## src/rtl/pmcd_cfg.svh

```systemverilog
// Command codes, reset values, field positions and timing counts of the command decoder
`ifndef PMCD_CFG_SVH
`define PMCD_CFG_SVH

// Command codes
`define PMCD_CMD_STORE_ALL      8'h15
`define PMCD_CMD_RESTORE_ALL    8'h16
`define PMCD_CMD_PEAK_CLEAR     8'he3
`define PMCD_CMD_LOG_SAVE       8'hea
`define PMCD_CMD_LOG_ERASE      8'hec
`define PMCD_CMD_IIN            8'hed
`define PMCD_CMD_LOG_BYTES      8'hee
`define PMCD_CMD_COMMON         8'hef
`define PMCD_CMD_COMPARE        8'hf0
`define PMCD_CMD_DIE_PEAK       8'hf4
`define PMCD_CMD_PHASING        8'hf5
`define PMCD_CMD_TEMPCO         8'hf6
`define PMCD_CMD_TSLOPE         8'hf8
`define PMCD_CMD_TOFFSET        8'hf9
`define PMCD_CMD_RAIL_ADDR      8'hfa
`define PMCD_CMD_SOFT_RESET     8'hfd
// Lowest code of the upper range owned by this decoder; writes there that are not accepted raise the fault
`define PMCD_CMD_RANGE_LO       8'he0

// Reset values
`define PMCD_RST_PHASING        8'h10
`define PMCD_RST_TEMPCO         16'h0f3c
`define PMCD_RST_TSLOPE         16'h4000
`define PMCD_RST_TOFFSET        16'h8000
`define PMCD_RST_RAIL_ADDR      8'h80

// Field positions
`define PMCD_CML_BIT            6
`define PMCD_PWM_RANGE_BIT      7
`define PMCD_L11_EXP_MSB        15
`define PMCD_L11_EXP_LSB        11
`define PMCD_L11_MAN_MSB        10
`define PMCD_L16_EXP            (-12)
`define PMCD_FIX_FRAC           16
`define PMCD_COM_LOCK_BIT       0
`define PMCD_COM_MISMATCH_BIT   1
`define PMCD_COM_CH0_OFF_BIT    2
`define PMCD_COM_CH1_OFF_BIT    3
`define PMCD_COM_NVM_BUSY_BIT   4

// Timing: retry interval counts in milliseconds
`define PMCD_CLK_MHZ            100
`define PMCD_TICK_US            1000
`define PMCD_TICK_CYC           (`PMCD_TICK_US * `PMCD_CLK_MHZ)
`define PMCD_LOG_LEN            8'h20

`endif

```

## src/rtl/pmcd_pkg.sv

```systemverilog
// Types shared by the power manager command decoder
`default_nettype none
package pmcd_pkg;

  typedef enum logic [2:0] {
    PMCD_FMT_L11 = 3'b001,
    PMCD_FMT_L16 = 3'b010,
    PMCD_FMT_I16 = 3'b100
  } pmcd_fmt_e;

  typedef enum logic [1:0] {
    PMCD_OC_IGNORE = 2'h0,
    PMCD_OC_LATCH  = 2'h1,
    PMCD_OC_RETRY  = 2'h2
  } pmcd_oc_resp_e;

  typedef enum logic [2:0] {
    PMCD_CH_ON    = 3'b001,
    PMCD_CH_LATCH = 3'b010,
    PMCD_CH_RETRY = 3'b100
  } pmcd_ch_e;

  typedef struct packed {
    logic [7:0]            phasing;
    logic [1:0][15:0]      tempco;
    logic [1:0][15:0]      tslope;
    logic [1:0][15:0]      toffset;
    logic [1:0][7:0]       rail_addr;
  } pmcd_nv_s;

  typedef struct packed {
    pmcd_nv_s              work;
    pmcd_nv_s              image;
    logic [15:0]           die_peak;
    logic                  peak_vld;
    logic                  log_lock;
    logic                  mismatch;
    logic [7:0]            log_idx;
    logic                  rd_valid;
    logic [15:0]           rd_data;
    logic                  log_save;
    logic                  log_erase;
    logic                  store_all;
    logic                  restore_all;
    logic                  compare;
    logic                  soft_rst;
    logic                  cml;
    logic [1:0]            ch_off;
    pmcd_ch_e [1:0]        ch_st;
    logic [1:0][15:0]      retry_cnt;
    logic [31:0]           tick_cnt;
    logic                  tick;
    logic [1:0]            ilim_hi;
    logic [1:0][2:0]       ilim_lvl;
    logic signed [47:0]    conv;
  } pmcd_state_s;

endpackage
`default_nettype wire

```

## src/rtl/pmcd_top.sv

```systemverilog
// Power manager command decoder: upper command set, formats and overcurrent response
`include "pmcd_cfg.svh"
`default_nettype none

module pmcd_top #(
  parameter int unsigned TICK_CYC = `PMCD_TICK_CYC,
  parameter int unsigned N_CH     = 2
) (
  input  wire logic                 clk_i,
  input  wire logic                 nrst_i,
  input  wire logic                 cmd_valid_i,
  input  wire logic                 cmd_write_i,
  input  wire logic [7:0]           cmd_code_i,
  input  wire logic [15:0]          cmd_data_i,
  input  wire logic                 page_i,
  input  wire logic                 blk_next_i,
  input  wire logic [7:0]           fault_rec_byte_i,
  input  wire logic                 fault_off_i,
  input  wire logic                 nvm_busy_i,
  input  wire logic [1:0][15:0]     iin_word_i,
  input  wire logic [15:0]          die_temp_i,
  input  wire logic                 die_temp_valid_i,
  input  wire logic [1:0][7:0]      pwm_mode_i,
  input  wire logic [1:0][2:0]      oc_level_i,
  input  wire logic [1:0][1:0]      oc_resp_i,
  input  wire logic [1:0]           oc_fault_i,
  input  wire logic [15:0]          retry_ms_i,
  input  wire logic [15:0]          conv_word_i,
  input  wire logic [2:0]           conv_fmt_i,
  output logic                      rd_valid_o,
  output logic [15:0]               rd_data_o,
  output logic [7:0]                fault_rec_idx_o,
  output logic                      log_save_o,
  output logic                      log_erase_o,
  output logic                      store_all_o,
  output logic                      restore_all_o,
  output logic                      compare_o,
  output logic                      soft_rst_o,
  output logic                      cml_fault_o,
  output logic                      mismatch_o,
  output logic [7:0]                phasing_cfg_o,
  output logic [1:0][15:0]          tempco_o,
  output logic [1:0][15:0]          tslope_o,
  output logic [1:0][15:0]          toffset_o,
  output logic [1:0][7:0]           rail_addr_o,
  output logic [1:0]                ch_off_o,
  output logic [1:0]                ilim_hi_range_o,
  output logic [1:0][2:0]           ilim_level_o,
  output logic signed [47:0]        conv_fix_o
);

  // Channel logic is written for exactly two channels
  if (N_CH != 2) begin : g_bad_ch
    $error("pmcd_top serves exactly two channels");
  end
  if (TICK_CYC < 1) begin : g_bad_tick
    $error("pmcd_top tick count must be at least one");
  end

  localparam logic [31:0] TICK_LAST = 32'(TICK_CYC - 1);

  // Fixed point with 16 fraction bits, wide enough for every format
  function automatic logic signed [47:0] to_fix(input logic [15:0] w, input logic [2:0] fmt);
    logic signed [4:0]  e;
    logic signed [47:0] m;
    logic [5:0]         sh;
    e  = w[`PMCD_L11_EXP_MSB:`PMCD_L11_EXP_LSB];
    m  = 48'(signed'(w[`PMCD_L11_MAN_MSB:0]));
    sh = 6'(7'(signed'(e)) + 7'(`PMCD_FIX_FRAC));
    to_fix = '0;
    unique case (fmt)
      pmcd_pkg::PMCD_FMT_L11: to_fix = m <<< sh;
      pmcd_pkg::PMCD_FMT_L16: to_fix = 48'({32'h0, w}) <<<
                                       (`PMCD_FIX_FRAC + `PMCD_L16_EXP);
      pmcd_pkg::PMCD_FMT_I16: to_fix = 48'({32'h0, w}) <<< `PMCD_FIX_FRAC;
      default:                to_fix = '0;
    endcase
  endfunction

  // Power-on values of the stored settings
  function automatic pmcd_pkg::pmcd_nv_s nv_default();
    pmcd_pkg::pmcd_nv_s d;
    d.phasing   = `PMCD_RST_PHASING;
    d.tempco    = {2{`PMCD_RST_TEMPCO}};
    d.tslope    = {2{`PMCD_RST_TSLOPE}};
    d.toffset   = {2{`PMCD_RST_TOFFSET}};
    d.rail_addr = {2{`PMCD_RST_RAIL_ADDR}};
    return d;
  endfunction

  // Codes that accept a data write
  function automatic logic is_writable(input logic [7:0] c);
    return (c == `PMCD_CMD_PHASING) || (c == `PMCD_CMD_TEMPCO) ||
           (c == `PMCD_CMD_TSLOPE) || (c == `PMCD_CMD_TOFFSET) ||
           (c == `PMCD_CMD_RAIL_ADDR);
  endfunction

  // Codes that are pure send-byte events
  function automatic logic is_send(input logic [7:0] c);
    return (c == `PMCD_CMD_STORE_ALL) || (c == `PMCD_CMD_RESTORE_ALL) ||
           (c == `PMCD_CMD_PEAK_CLEAR) || (c == `PMCD_CMD_LOG_SAVE) ||
           (c == `PMCD_CMD_LOG_ERASE) || (c == `PMCD_CMD_COMPARE) ||
           (c == `PMCD_CMD_SOFT_RESET);
  endfunction

  pmcd_pkg::pmcd_state_s st_ff;
  pmcd_pkg::pmcd_state_s nxt_st;

  // Power-on state of every flop
  function automatic pmcd_pkg::pmcd_state_s st_reset();
    pmcd_pkg::pmcd_state_s s;
    s = '0;
    s.work  = nv_default();
    s.image = nv_default();
    s.ch_st[0] = pmcd_pkg::PMCD_CH_ON;
    s.ch_st[1] = pmcd_pkg::PMCD_CH_ON;
    return s;
  endfunction

  // Next-state logic of the whole decoder
  always_comb
  begin
    logic [7:0]  common;
    logic        pg;
    logic        wr_hit;
    logic        rd_hit;
    nxt_st = st_ff;
    common = '0;
    pg     = page_i;
    wr_hit = cmd_valid_i && cmd_write_i;
    rd_hit = cmd_valid_i && !cmd_write_i;

    // One-cycle event outputs fall back every cycle
    nxt_st.rd_valid    = 1'b0;
    nxt_st.log_save    = 1'b0;
    nxt_st.log_erase   = 1'b0;
    nxt_st.store_all   = 1'b0;
    nxt_st.restore_all = 1'b0;
    nxt_st.compare     = 1'b0;
    nxt_st.soft_rst    = 1'b0;
    nxt_st.cml         = 1'b0;

    // Millisecond tick for the retry timer
    nxt_st.tick = 1'b0;
    if (st_ff.tick_cnt >= TICK_LAST)
    begin
      nxt_st.tick_cnt = '0;
      nxt_st.tick     = 1'b1;
    end
    else
    begin
      nxt_st.tick_cnt = st_ff.tick_cnt + 32'h1;
    end

    // Family status byte
    common[`PMCD_COM_LOCK_BIT]     = st_ff.log_lock;
    common[`PMCD_COM_MISMATCH_BIT] = st_ff.mismatch;
    common[`PMCD_COM_CH0_OFF_BIT]  = st_ff.ch_off[0];
    common[`PMCD_COM_CH1_OFF_BIT]  = st_ff.ch_off[1];
    common[`PMCD_COM_NVM_BUSY_BIT] = nvm_busy_i;

    // Peak tracker; the first sample after a clear always loads
    if (die_temp_valid_i && (!st_ff.peak_vld ||
        to_fix(die_temp_i, pmcd_pkg::PMCD_FMT_L11) >
        to_fix(st_ff.die_peak, pmcd_pkg::PMCD_FMT_L11)))
    begin
      nxt_st.die_peak = die_temp_i;
      nxt_st.peak_vld = 1'b1;
    end

    // A channel faulting off locks the log in the same cycle as an automatic save
    if (fault_off_i && !st_ff.log_lock)
    begin
      nxt_st.log_save = 1'b1;
      nxt_st.log_lock = 1'b1;
    end

    // Format conversion service
    nxt_st.conv = to_fix(conv_word_i, conv_fmt_i);

    // Current limit range follows the channel mode byte, level follows oc_level_i
    for (int c = 0; c < 2; c++)
    begin
      nxt_st.ilim_hi[c]  = pwm_mode_i[c][`PMCD_PWM_RANGE_BIT];
      nxt_st.ilim_lvl[c] = oc_level_i[c];
    end

    // Overcurrent response per channel
    for (int c = 0; c < 2; c++)
    begin
      unique case (st_ff.ch_st[c])
        pmcd_pkg::PMCD_CH_ON:
        begin
          nxt_st.ch_off[c] = 1'b0;
          if (oc_fault_i[c] && oc_resp_i[c] == pmcd_pkg::PMCD_OC_LATCH)
          begin
            nxt_st.ch_st[c]  = pmcd_pkg::PMCD_CH_LATCH;
            nxt_st.ch_off[c] = 1'b1;
          end
          else if (oc_fault_i[c] && oc_resp_i[c] == pmcd_pkg::PMCD_OC_RETRY)
          begin
            nxt_st.ch_st[c]     = pmcd_pkg::PMCD_CH_RETRY;
            nxt_st.ch_off[c]    = 1'b1;
            nxt_st.retry_cnt[c] = retry_ms_i;
          end
        end
        pmcd_pkg::PMCD_CH_LATCH:
        begin
          nxt_st.ch_off[c] = 1'b1;
        end
        pmcd_pkg::PMCD_CH_RETRY:
        begin
          // Retries never run out; the free-running tick can make each wait up to one tick short of the interval
          nxt_st.ch_off[c] = 1'b1;
          if (st_ff.retry_cnt[c] == 16'h0)
          begin
            nxt_st.ch_st[c]  = pmcd_pkg::PMCD_CH_ON;
            nxt_st.ch_off[c] = 1'b0;
          end
          else if (st_ff.tick)
          begin
            nxt_st.retry_cnt[c] = st_ff.retry_cnt[c] - 16'h1;
          end
        end
        default:
        begin
          nxt_st.ch_st[c]  = pmcd_pkg::PMCD_CH_ON;
          nxt_st.ch_off[c] = 1'b0;
        end
      endcase
    end

    // Block read continues from the current record index
    if (blk_next_i)
    begin
      nxt_st.rd_valid = 1'b1;
      nxt_st.rd_data  = {8'h0, fault_rec_byte_i};
      nxt_st.log_idx  = st_ff.log_idx + 8'h1;
    end

    // Reads: unknown codes answer zero and touch nothing
    if (rd_hit)
    begin
      nxt_st.rd_valid = 1'b1;
      nxt_st.rd_data  = 16'h0;
      unique case (cmd_code_i)
        `PMCD_CMD_IIN:       nxt_st.rd_data = iin_word_i[pg];
        `PMCD_CMD_LOG_BYTES:
        begin
          nxt_st.rd_data = {8'h0, `PMCD_LOG_LEN};
          nxt_st.log_idx = 8'h0;
        end
        `PMCD_CMD_COMMON:    nxt_st.rd_data = {8'h0, common};
        `PMCD_CMD_DIE_PEAK:  nxt_st.rd_data = st_ff.die_peak;
        `PMCD_CMD_PHASING:   nxt_st.rd_data = {8'h0, st_ff.work.phasing};
        `PMCD_CMD_TEMPCO:    nxt_st.rd_data = st_ff.work.tempco[pg];
        `PMCD_CMD_TSLOPE:    nxt_st.rd_data = st_ff.work.tslope[pg];
        `PMCD_CMD_TOFFSET:   nxt_st.rd_data = st_ff.work.toffset[pg];
        `PMCD_CMD_RAIL_ADDR: nxt_st.rd_data = {8'h0, st_ff.work.rail_addr[pg]};
        default:             nxt_st.rd_data = 16'h0;
      endcase
    end

    // Data writes to the stored settings
    if (wr_hit && is_writable(cmd_code_i))
    begin
      unique case (cmd_code_i)
        `PMCD_CMD_PHASING:   nxt_st.work.phasing = cmd_data_i[7:0];
        `PMCD_CMD_TEMPCO:    nxt_st.work.tempco[pg] = cmd_data_i;
        `PMCD_CMD_TSLOPE:    nxt_st.work.tslope[pg] = cmd_data_i;
        `PMCD_CMD_TOFFSET:   nxt_st.work.toffset[pg] = cmd_data_i;
        `PMCD_CMD_RAIL_ADDR: nxt_st.work.rail_addr[pg] = cmd_data_i[7:0];
        default:             nxt_st.work = st_ff.work;
      endcase
    end
    // Writes to read-only or foreign codes in our range only raise the fault
    else if (wr_hit && !is_send(cmd_code_i) && cmd_code_i >= `PMCD_CMD_RANGE_LO)
    begin
      nxt_st.cml = 1'b1;
    end

    // Send-byte events
    if (wr_hit && is_send(cmd_code_i))
    begin
      unique case (cmd_code_i)
        `PMCD_CMD_LOG_SAVE:
        begin
          nxt_st.log_save = 1'b1;
          nxt_st.log_lock = 1'b1;
        end
        `PMCD_CMD_LOG_ERASE:
        begin
          // An automatic save in this same cycle keeps the lock
          nxt_st.log_erase = 1'b1;
          nxt_st.log_lock  = fault_off_i && !st_ff.log_lock;
        end
        `PMCD_CMD_COMPARE:
        begin
          nxt_st.compare  = 1'b1;
          nxt_st.mismatch = (st_ff.work != st_ff.image);
        end
        `PMCD_CMD_STORE_ALL:
        begin
          nxt_st.store_all = 1'b1;
          nxt_st.image     = st_ff.work;
        end
        `PMCD_CMD_RESTORE_ALL:
        begin
          nxt_st.restore_all = 1'b1;
          nxt_st.work        = st_ff.image;
        end
        `PMCD_CMD_PEAK_CLEAR:
        begin
          // A sample landing with the clear is kept, so no peak is lost
          nxt_st.peak_vld = die_temp_valid_i;
          nxt_st.die_peak = die_temp_valid_i ? die_temp_i : 16'h0;
        end
        `PMCD_CMD_SOFT_RESET:
        begin
          // Full restart: stored image and log lock survive, as they would in NVM
          nxt_st             = st_reset();
          nxt_st.image       = st_ff.image;
          nxt_st.work        = st_ff.image;
          nxt_st.log_lock    = st_ff.log_lock || fault_off_i;
          nxt_st.log_save    = fault_off_i && !st_ff.log_lock;
          nxt_st.soft_rst    = 1'b1;
        end
        default:
        begin
          nxt_st.cml = 1'b0;
        end
      endcase
    end
  end

  // State register
  always_ff @(posedge clk_i or negedge nrst_i)
  begin
    if (!nrst_i)
    begin
      st_ff <= st_reset();
    end
    else
    begin
      st_ff <= nxt_st;
    end
  end

  // Every output is a flop of the state
  assign rd_valid_o      = st_ff.rd_valid;
  assign rd_data_o       = st_ff.rd_data;
  assign fault_rec_idx_o = st_ff.log_idx;
  assign log_save_o      = st_ff.log_save;
  assign log_erase_o     = st_ff.log_erase;
  assign store_all_o     = st_ff.store_all;
  assign restore_all_o   = st_ff.restore_all;
  assign compare_o       = st_ff.compare;
  assign soft_rst_o      = st_ff.soft_rst;
  assign cml_fault_o     = st_ff.cml;
  assign mismatch_o      = st_ff.mismatch;
  assign phasing_cfg_o   = st_ff.work.phasing;
  assign tempco_o        = st_ff.work.tempco;
  assign tslope_o        = st_ff.work.tslope;
  assign toffset_o       = st_ff.work.toffset;
  assign rail_addr_o     = st_ff.work.rail_addr;
  assign ch_off_o        = st_ff.ch_off;
  assign ilim_hi_range_o = st_ff.ilim_hi;
  assign ilim_level_o    = st_ff.ilim_lvl;
  assign conv_fix_o      = st_ff.conv;

endmodule

`default_nettype wire

```

## config.mk

```make
export PLATFORM = sky130hd
export DESIGN_NAME = pmcd_top
export DESIGN_NICKNAME = d
export VERILOG_FILES = /design/src/rtl/pmcd_pkg.sv /design/src/rtl/pmcd_top.sv
export VERILOG_INCLUDE_DIRS = /design/src /design/src/rtl
export SDC_FILE = /design/constraint.sdc
export NUM_CORES = 1
export LEC_CHECK = 0
export ABC_AREA = 1
export BUFFER_PORTS_ARGS = -buffer_cell sky130_fd_sc_hd__clkbuf_2
export CAP_MARGIN = 20
export CORE_MARGIN = 2
export CORE_UTILIZATION = 25
export DETAILED_ROUTE_END_ITERATION = 7
export PLACE_DENSITY_LB_ADDON = 0.15
export SLEW_MARGIN = 10
export SYNTH_ARGS = -nofsm -noshare
export SYNTH_HDL_FRONTEND = slang
export SYNTH_SLANG_ARGS = --single-unit
```

## constraint.sdc

```tcl
create_clock -name clk_i -period 3.7 [get_ports clk_i]
set_input_delay 0.37 -clock clk_i [delete_from_list [all_inputs] [get_ports clk_i]]
set_output_delay 0.37 -clock clk_i [all_outputs]
set_load 0.03 [all_outputs]
```

==> flow_summary.yaml, run 1 <==
run_status:
  status: "finished, final reports clean"
placement:
  place_inst: 5186
  place_hpwl_microns: 80900
  place_congestion: 0.866
  numPortBuffers: 348
global_route:
  grt_max_degree: 113
  grtUsageTotal_pct: 19.3
  grt_pass1_wl_microns: 156000
  grt_pass1_vias: 23300
  grt_overflow: 0
  grt_antenna_before_repair: 13
logic_synthesis:
  syn_area_sq_mm: 0.0264
  ys_types: 54
  synthArstFlopShare_pct: 100
  synth.avg_cell_area_sq_um: 7.22
  synth-edff-count: 0
  yosysWarnings: 0
  synth_cells: 3657
  ys_seq_area_share_pct: 39.5
  ys_seq_elements: 414
  netlist_top_cells_area: "dfrtp_1, nand2_1, o21ai_0"
  ys.flop_type: "dfrtp_1"
  netlist.area_leader.share_pct: 34.7
  synth_top_area_cell: "dfrtp_1"
routing:
  drt_pass1_iterations: 5
  first_iter_violations: 2035
  ant_nets: 0
  vias: 24400
  route.detailed.drc: 0
  totalWireLength_microns: 108000
  viasPerCell: 4.59
  wire_per_inst_microns: 20.3
cts:
  cts_tree: "built"
  cts.path.max_buffers: 3
  cts_sinks: 414
  htree_levels: 2
  cts_root_buf: "clkbuf_16"
  clk_latency_ns: 0.63
  cts.clk_slew.worst_paths_ns: 0.06
  cts-buffers-inserted: 53
floorplanning:
  num_rows: 119
  die_area_sq_mm: 0.108
  initial_core_util_pct: 25.1
  fp.dieW_microns: 329
  core_area_sq_mm: 0.105
  die_y_microns: 329
  num_io_pins: 363
timing:
  worst_pin_slew_ns: 1.12
  slew_headroom_pct: 24.9
  max_freq_mhz: 289
  timing.final.crit_share_pct: 93.5
  setup_viol: 0
  clock_skew_ns: 0.0266
  period_minus_slack_ns: 3.46
  drv_slew: 0
  finalHoldViolCount: 0
  rsz0062_at_grt: "yes"
cells_and_area:
  fin_nets: 4069
  utilization_pct: 29.7
  layout-drive-gt1-share_pct: 18.9
  final_cells: 5307
  area_growth_pct: 18.1
hold_path:
  worstHoldEndpoint: "st_ff[167]"
  hold_depth: 3
  hp-start: "die_temp_i[3]"
  holdCritPathClass: "in2reg"
setup_path:
  r2r_start: "st_ff[175]"
  worstPathMaxFanout: 8
  r2r_slack_ns: 0.24
  worstSetupPathType: "reg2reg"
  rr_worst_depth: 27
  crit_required_ns: 4.20
  r2r_end: "st_ff[170]"
  cp.arrival_ns: 3.96
  critPathLaunchType: "flip-flop"
  end_kind: "flip-flop"
power_and_ir_drop:
  vdd_ir_drop_max_v: 0.000409
  p_leak_nw: 15.1
  p_per_area_mw_per_mm2: 515
job:
  drv_cap: 0
worst max-delay path by stage:
stage,slack [ns],endpoint,depth (start not counted),start
final,0.24,st_ff[170],27,st_ff[175]
after global routing,-0.02,st_ff[165],27,st_ff[175]
after CTS,0.04,st_ff[169],27,st_ff[175]
after detailed placement,-0.005,st_ff[169],29,die_temp_i[11]
after global placement,0.002,st_ff[171],25,die_temp_i[11]
after floorplan,0.36,st_ff[178],25,st_ff[176]
placed cells by master, fill, tap and decap left out, drive strengths merged, types with 32 or more instances in the layout:
cell type and n:
o22ai 43, nand4 32, nand3 114, nor2 262, clkbuf 438, xor2 40, o21ai 459, nor3 52
ha 46, xnor2 72, dfstp 48, a21oi 103, inv 356, nand2 1099, dfrtp 366, buf 147
final cells by class:
| type | count | area [sq um] |
|---|---|---|
| diodes | 1 | 2.50 |
| clock buffers | 88 | 1620 |
| clock inverters | 11 | 140 |
| fillers | 11600 | 73800 |
| inverters | 362 | 1370 |
| multi-input cells | 2532 | 12700 |
| flip-flops and latches | 414 | 10400 |
| well taps | 1391 | 1740 |
| repair buffers | 508 | 3170 |
per-stage QoR:
step	power, W	setup WS [ns]	instance area, sq um	hold slack [ns]	setup TNS [ns]
finish	0.0160	0.239	31200	0.0519	0
global route	0.0171	-0.0223	31200	0.0217	-0.157
CTS	0.0156	0.0354	30800	0.00255	0
detailed placement	0.0101	-0.00491	28900	0.454	-0.00491
global placement	0.0102	0.00159	28900	0.457	0
floorplan	0.00828	0.364	26400	0.0744	0
what timing repair did:
item / CTS / global route
gates cloned: 0 / 4
hold buffers: 11 / 0
gates resized for setup: 1 / 119
pin swaps: 0 / 30
endpoints found under the setup margin: 6 / 16
hold endpoints to repair: 92 / 0
buffers inserted: 0 / 6
kinds of logic after synthesis:
| logic type | synth area share [%] |
|---|---|
| buffers and inverters | 13.6 |
| and+or+nand+nor | 24.9 |
| muxes | 0.645 |
| DFF | 39.5 |
| adders and majority gates | 2.18 |
| xor gates and xnor gates | 3.72 |
| AOI/OAI and AO/OA | 15.5 |
| other | 0.0142 |
power by group:
part / switching (W) / total [W] / internal, W
logic: 0.00338 / 0.00549 / 0.00210
registers: 0.000396 / 0.00525 / 0.00485
clock network: 0.00219 / 0.00531 / 0.00312
critical path, cell delays in order, from the launching register on:
cell       delay, ns
dfrtp_2         0.47
clkbuf_16       0.18
o21ai_2         0.13
inv_1           0.08
nand2_2         0.06
o21ai_2         0.05
mux2i_1         0.24
buf_4           0.18
nand2_1         0.05
nand2_1         0.05
o21ai_1         0.09
ha_1            0.33
a21o_1          0.19
nor2_1          0.12
nand2_1         0.09
nand2_1         0.06
nand2_1         0.05
nand2_1         0.07
nand3_1         0.07
nand2_1         0.06
nand2_1         0.06
nand2_2         0.13
nand2_4         0.08
nand2_4         0.09
clkbuf_16       0.17
nand2_1         0.05
nand3_1         0.06
nand2_1         0.06
sequential cells by signal, summed over array words and instances, names as in the netlist:
register and flops:
ch_off_o 2, cml_fault_o 1, compare_o 1, conv_fix_o 42, fault_rec_idx_o 8, ilim_hi_range_o 2, ilim_level_o 6, log_erase_o 1
log_save_o 1, mismatch_o 1, phasing_cfg_o 8, rail_addr_o 16, rd_data_o 16, rd_valid_o 1, restore_all_o 1, soft_rst_o 1
st_ff 209, store_all_o 1, tempco_o 32, toffset_o 32, tslope_o 32
synth_stat cells (7+ instances only):
cell,instances
nand2_1,1094
o21ai_0,452
dfrtp_1,366
inv_1,349
nor2_1,253
buf_4,207
nand3_1,112
a21oi_1,103
clkbuf_1,103
xnor2_1,72
nor3_1,50
dfstp_2,48
ha_1,46
o22ai_1,43
buf_2,40
xor2_1,40
nand4_1,32
or2_2,25
a22oi_1,23
a221oi_1,21
mux2i_1,17
nor4_1,17
o2111ai_1,17
o221ai_1,13
a211oi_1,8
a31oi_1,7
buf_1,7
clkinv_1,7
nor2_2,7
nor3b_1,7
layer usage:
metal  share of wire [%]  wire [microns]  global-route usage (%)
met2                  45           48900                    30.5
met3                 6.0            6450                    3.72
met5               0.052              56                       0
met4                 2.3            2530                    4.77
met1                  46           49600                    26.9
No activity file was read; power rests on OpenSTA's default activity.
==> run 2, diff against run 1 <==
--- a/config.mk
+++ b/config.mk
@@ -6,7 +6,7 @@
 export SDC_FILE = /design/constraint.sdc
 export NUM_CORES = 1
 export LEC_CHECK = 0
-export ABC_AREA = 1
+export ABC_AREA = 0
 export BUFFER_PORTS_ARGS = -buffer_cell sky130_fd_sc_hd__clkbuf_2
 export CAP_MARGIN = 20
 export CORE_MARGIN = 2
==> run 2 against run 1 <==
  * The run now ends with setup timing left
  * Fmax fell by 9.4%
  * Clock power fell by 4.3%
  * Critical path type unchanged
  * Clock-buffer cell count down 5
  * Largest power group unchanged
  * Synthesized area shrank 2.7%
  * First-iteration DRC count is 13% lower
  * Hold slack improved by 0.0011 ns
  * Die area down 2.6%
==> flow_summary.yaml, run 2 <==
timing:
  rsz0062_at_grt: "yes"
  setup_slack_ns: -0.121
  worst_pin_slew_ns: 0.967
  whs_ns: 0.0530
  max_freq_mhz: 262
  slew_headroom_pct: 35.4
  clock_skew_ns: 0.0536
  setup_viol: 16
  timing.final.crit_share_pct: 103
  finalHoldViolCount: 0
  period_minus_slack_ns: 3.82
  drv_slew: 0
cells_and_area:
  layout_common_cells: "dfrtp_1, clkbuf_2, nand2_1"
  multi_input_area_sq_mm: 0.0135
  largest_register_ff_count: 209
  fin_nets: 3164
  register_area_sq_mm: 0.0104
  top_register: "st_ff"
  area_growth_pct: 20.9
  layout-drive-gt1-share_pct: 28.1
  n_fill_cell: 10800
  layout_commonest_cell: "dfrtp_1"
  utilization_pct: 30.5
setup_path:
  worstPathMaxFanout: 8
  end_kind: "flip-flop"
  crit_top_cell: "mux2i_2"
  crit_required_ns: 4.21
  worstSetupPathType: "reg2reg"
  critPathLaunchType: "flip-flop"
  path_cells: "clkbuf_16 -> mux2i_4 -> mux2i_2 -> and2_4 -> mux2i_2 -> or2_4 -> ha_4 -> and4_4 -> or4b_4 -> o221a_4 -> buf_4 -> o211ai_4 -> buf_8 -> o2111ai_2 -> o311ai_2"
  cp.arrival_ns: 4.34
  cpPeakStageDelay_ns: 0.48
  critPathSlowestCell: "or4b_4"
routing:
  wire_per_inst_microns: 24.4
  route.detailed.drc: 0
  viasPerCell: 5.01
  ant_nets: 0
  vias: 21900
  totalWireLength_microns: 107000
  first_iter_violations: 1772
  drt_pass1_iterations: 6
floorplanning:
  fp.dieW_microns: 325
  initial_core_util_pct: 25.2
  die_y_microns: 325
  core_area_sq_mm: 0.102
  num_io_pins: 363
  num_rows: 117
  die_area_sq_mm: 0.105
run_status:
  violations: "setup timing"
  status: "complete, but fails checks"
power_and_ir_drop:
  vdd_ir_drop_max_v: 0.000361
  p_per_area_mw_per_mm2: 530
  p_leak_nw: 15.2
logic_synthesis:
  yosysMostFrequentCell: "dfrtp_1"
  netlist_top_cells_area: "dfrtp_1, mux2i_1, buf_4"
  synth-edff-count: 0
  ys_seq_area_share_pct: 40.6
  yosys-top-cells-count: "dfrtp_1, nand2_1, buf_4"
  ys.flop_type: "dfrtp_1"
  synth_top_area_cell: "dfrtp_1"
  synthArstFlopShare_pct: 100
  yosysWarnings: 0
  synth.avg_cell_area_sq_um: 9.52
  synth_cells: 2698
  ys_types: 91
  ys_seq_elements: 414
  netlist.area_leader.share_pct: 35.7
  syn_area_sq_mm: 0.0257
cts:
  cts_sinks: 414
  cts-buffers-inserted: 51
  cts.clk_slew.worst_paths_ns: 0.06
  clk_latency_ns: 0.63
  htree_levels: 2
  cts_tree: "built"
  cts.path.max_buffers: 3
  cts_root_buf: "clkbuf_16"
placement:
  place_congestion: 0.883
  pre_cts_slack_ns: -0.355
  place_hpwl_microns: 80800
  numPortBuffers: 348
hold_path:
  holdCritPathClass: "in2reg"
global_route:
  met3_usage_pct: 4.51
  use_met1_pct: 26.8
  grt_antenna_before_repair: 3
  grt_pass1_vias: 22100
  grtUsageMet2_pct: 31.7
  grt_pass1_wl_microns: 156000
  busiest_layer: "met2"
  grtUsageTotal_pct: 19.7
  grt_max_degree: 88
  grt_overflow: 0
job:
  drv_cap: 0
[run 2: timing repair]
| item | in CTS | in global routing |
|---|---|---|
| setup endpoints to repair | 16 | 16 |
| buffers inserted | 5 | 1 |
| pin swaps | 19 | 28 |
| hold buffers | 14 | 0 |
| cloned | 4 | 0 |
| gates resized for setup | 86 | 25 |
| endpoints found under the hold margin | 82 | 0 |
[run 2: cell families after synthesis]
logic type,share of synthesized area (%)
simple gates,14.5
compound gates,14.8
buf+inv,9.36
fa+ha+maj,2.24
xor+xnor,4.94
mux,13.6
other cells,0.0146
flops,40.6
[run 2: worst paths after layout]
| path | slack [ns] | end | cells after the start | start |
|---|---|---|---|---|
| max in group asynchronous | 2.33 | st_ff[187] | 3 | nrst_i |
| min | 0.05 | st_ff[94] | 3 | retry_ms_i[5] |
| min in group asynchronous | 0.44 | conv_fix_o[21] | 2 | nrst_i |
| min reg2reg | 0.46 | tempco_o[9] | 2 | st_ff[269] |
| max | -0.12 | st_ff[177] | 15 | st_ff[175] |
| max reg2reg | -0.12 | st_ff[177] | 15 | st_ff[175] |
[run 2: where the power goes]
group | total (W) | internal [W] | switching (W)
clock network | 0.00508 | 0.00298 | 0.00211
logic | 0.00609 | 0.00269 | 0.00340
registers | 0.00528 | 0.00483 | 0.000449
[run 2: worst max-delay path: cells and delay by family (launching register included)]
kind,cells,cell delay (ns)
simple gates,4,1.17
compound gates,4,0.80
buf+inv,3,0.53
mux,3,0.51
flops,1,0.44
fa+ha+maj,1,0.27
[run 2: metrics by stage]
step	TNS (ns)	total power, W	instance area [sq um]	instances
finish	-1.78	0.0165	31100	4376
global placement	-4.79	0.0104	28600	4257
global route	-3.41	0.0174	31100	4375
detailed placement	-5.20	0.0105	28600	4257
floorplan	0	0.00833	25700	2712
CTS	-1.25	0.0164	30900	4374
[run 2: routing by layer]
metal  up-vias  wire [microns]  share of wire [%]
li1       9983               -                  -
met4         4            2400                2.3
met2       731           49000                 46
met3       121            7410                6.9
met5         -              29              0.027
met1     11100           47800                 45
[run 2: cell type report]
type,count,area share [%]
repair buffers,556,11.7
inverters,44,0.532
multi-input cells,1899,43.3
well taps,1368,5.51
diodes,1,0.00806
flip-flops and latches,414,33.6
clock inverters,11,0.596
clock buffers,83,4.82
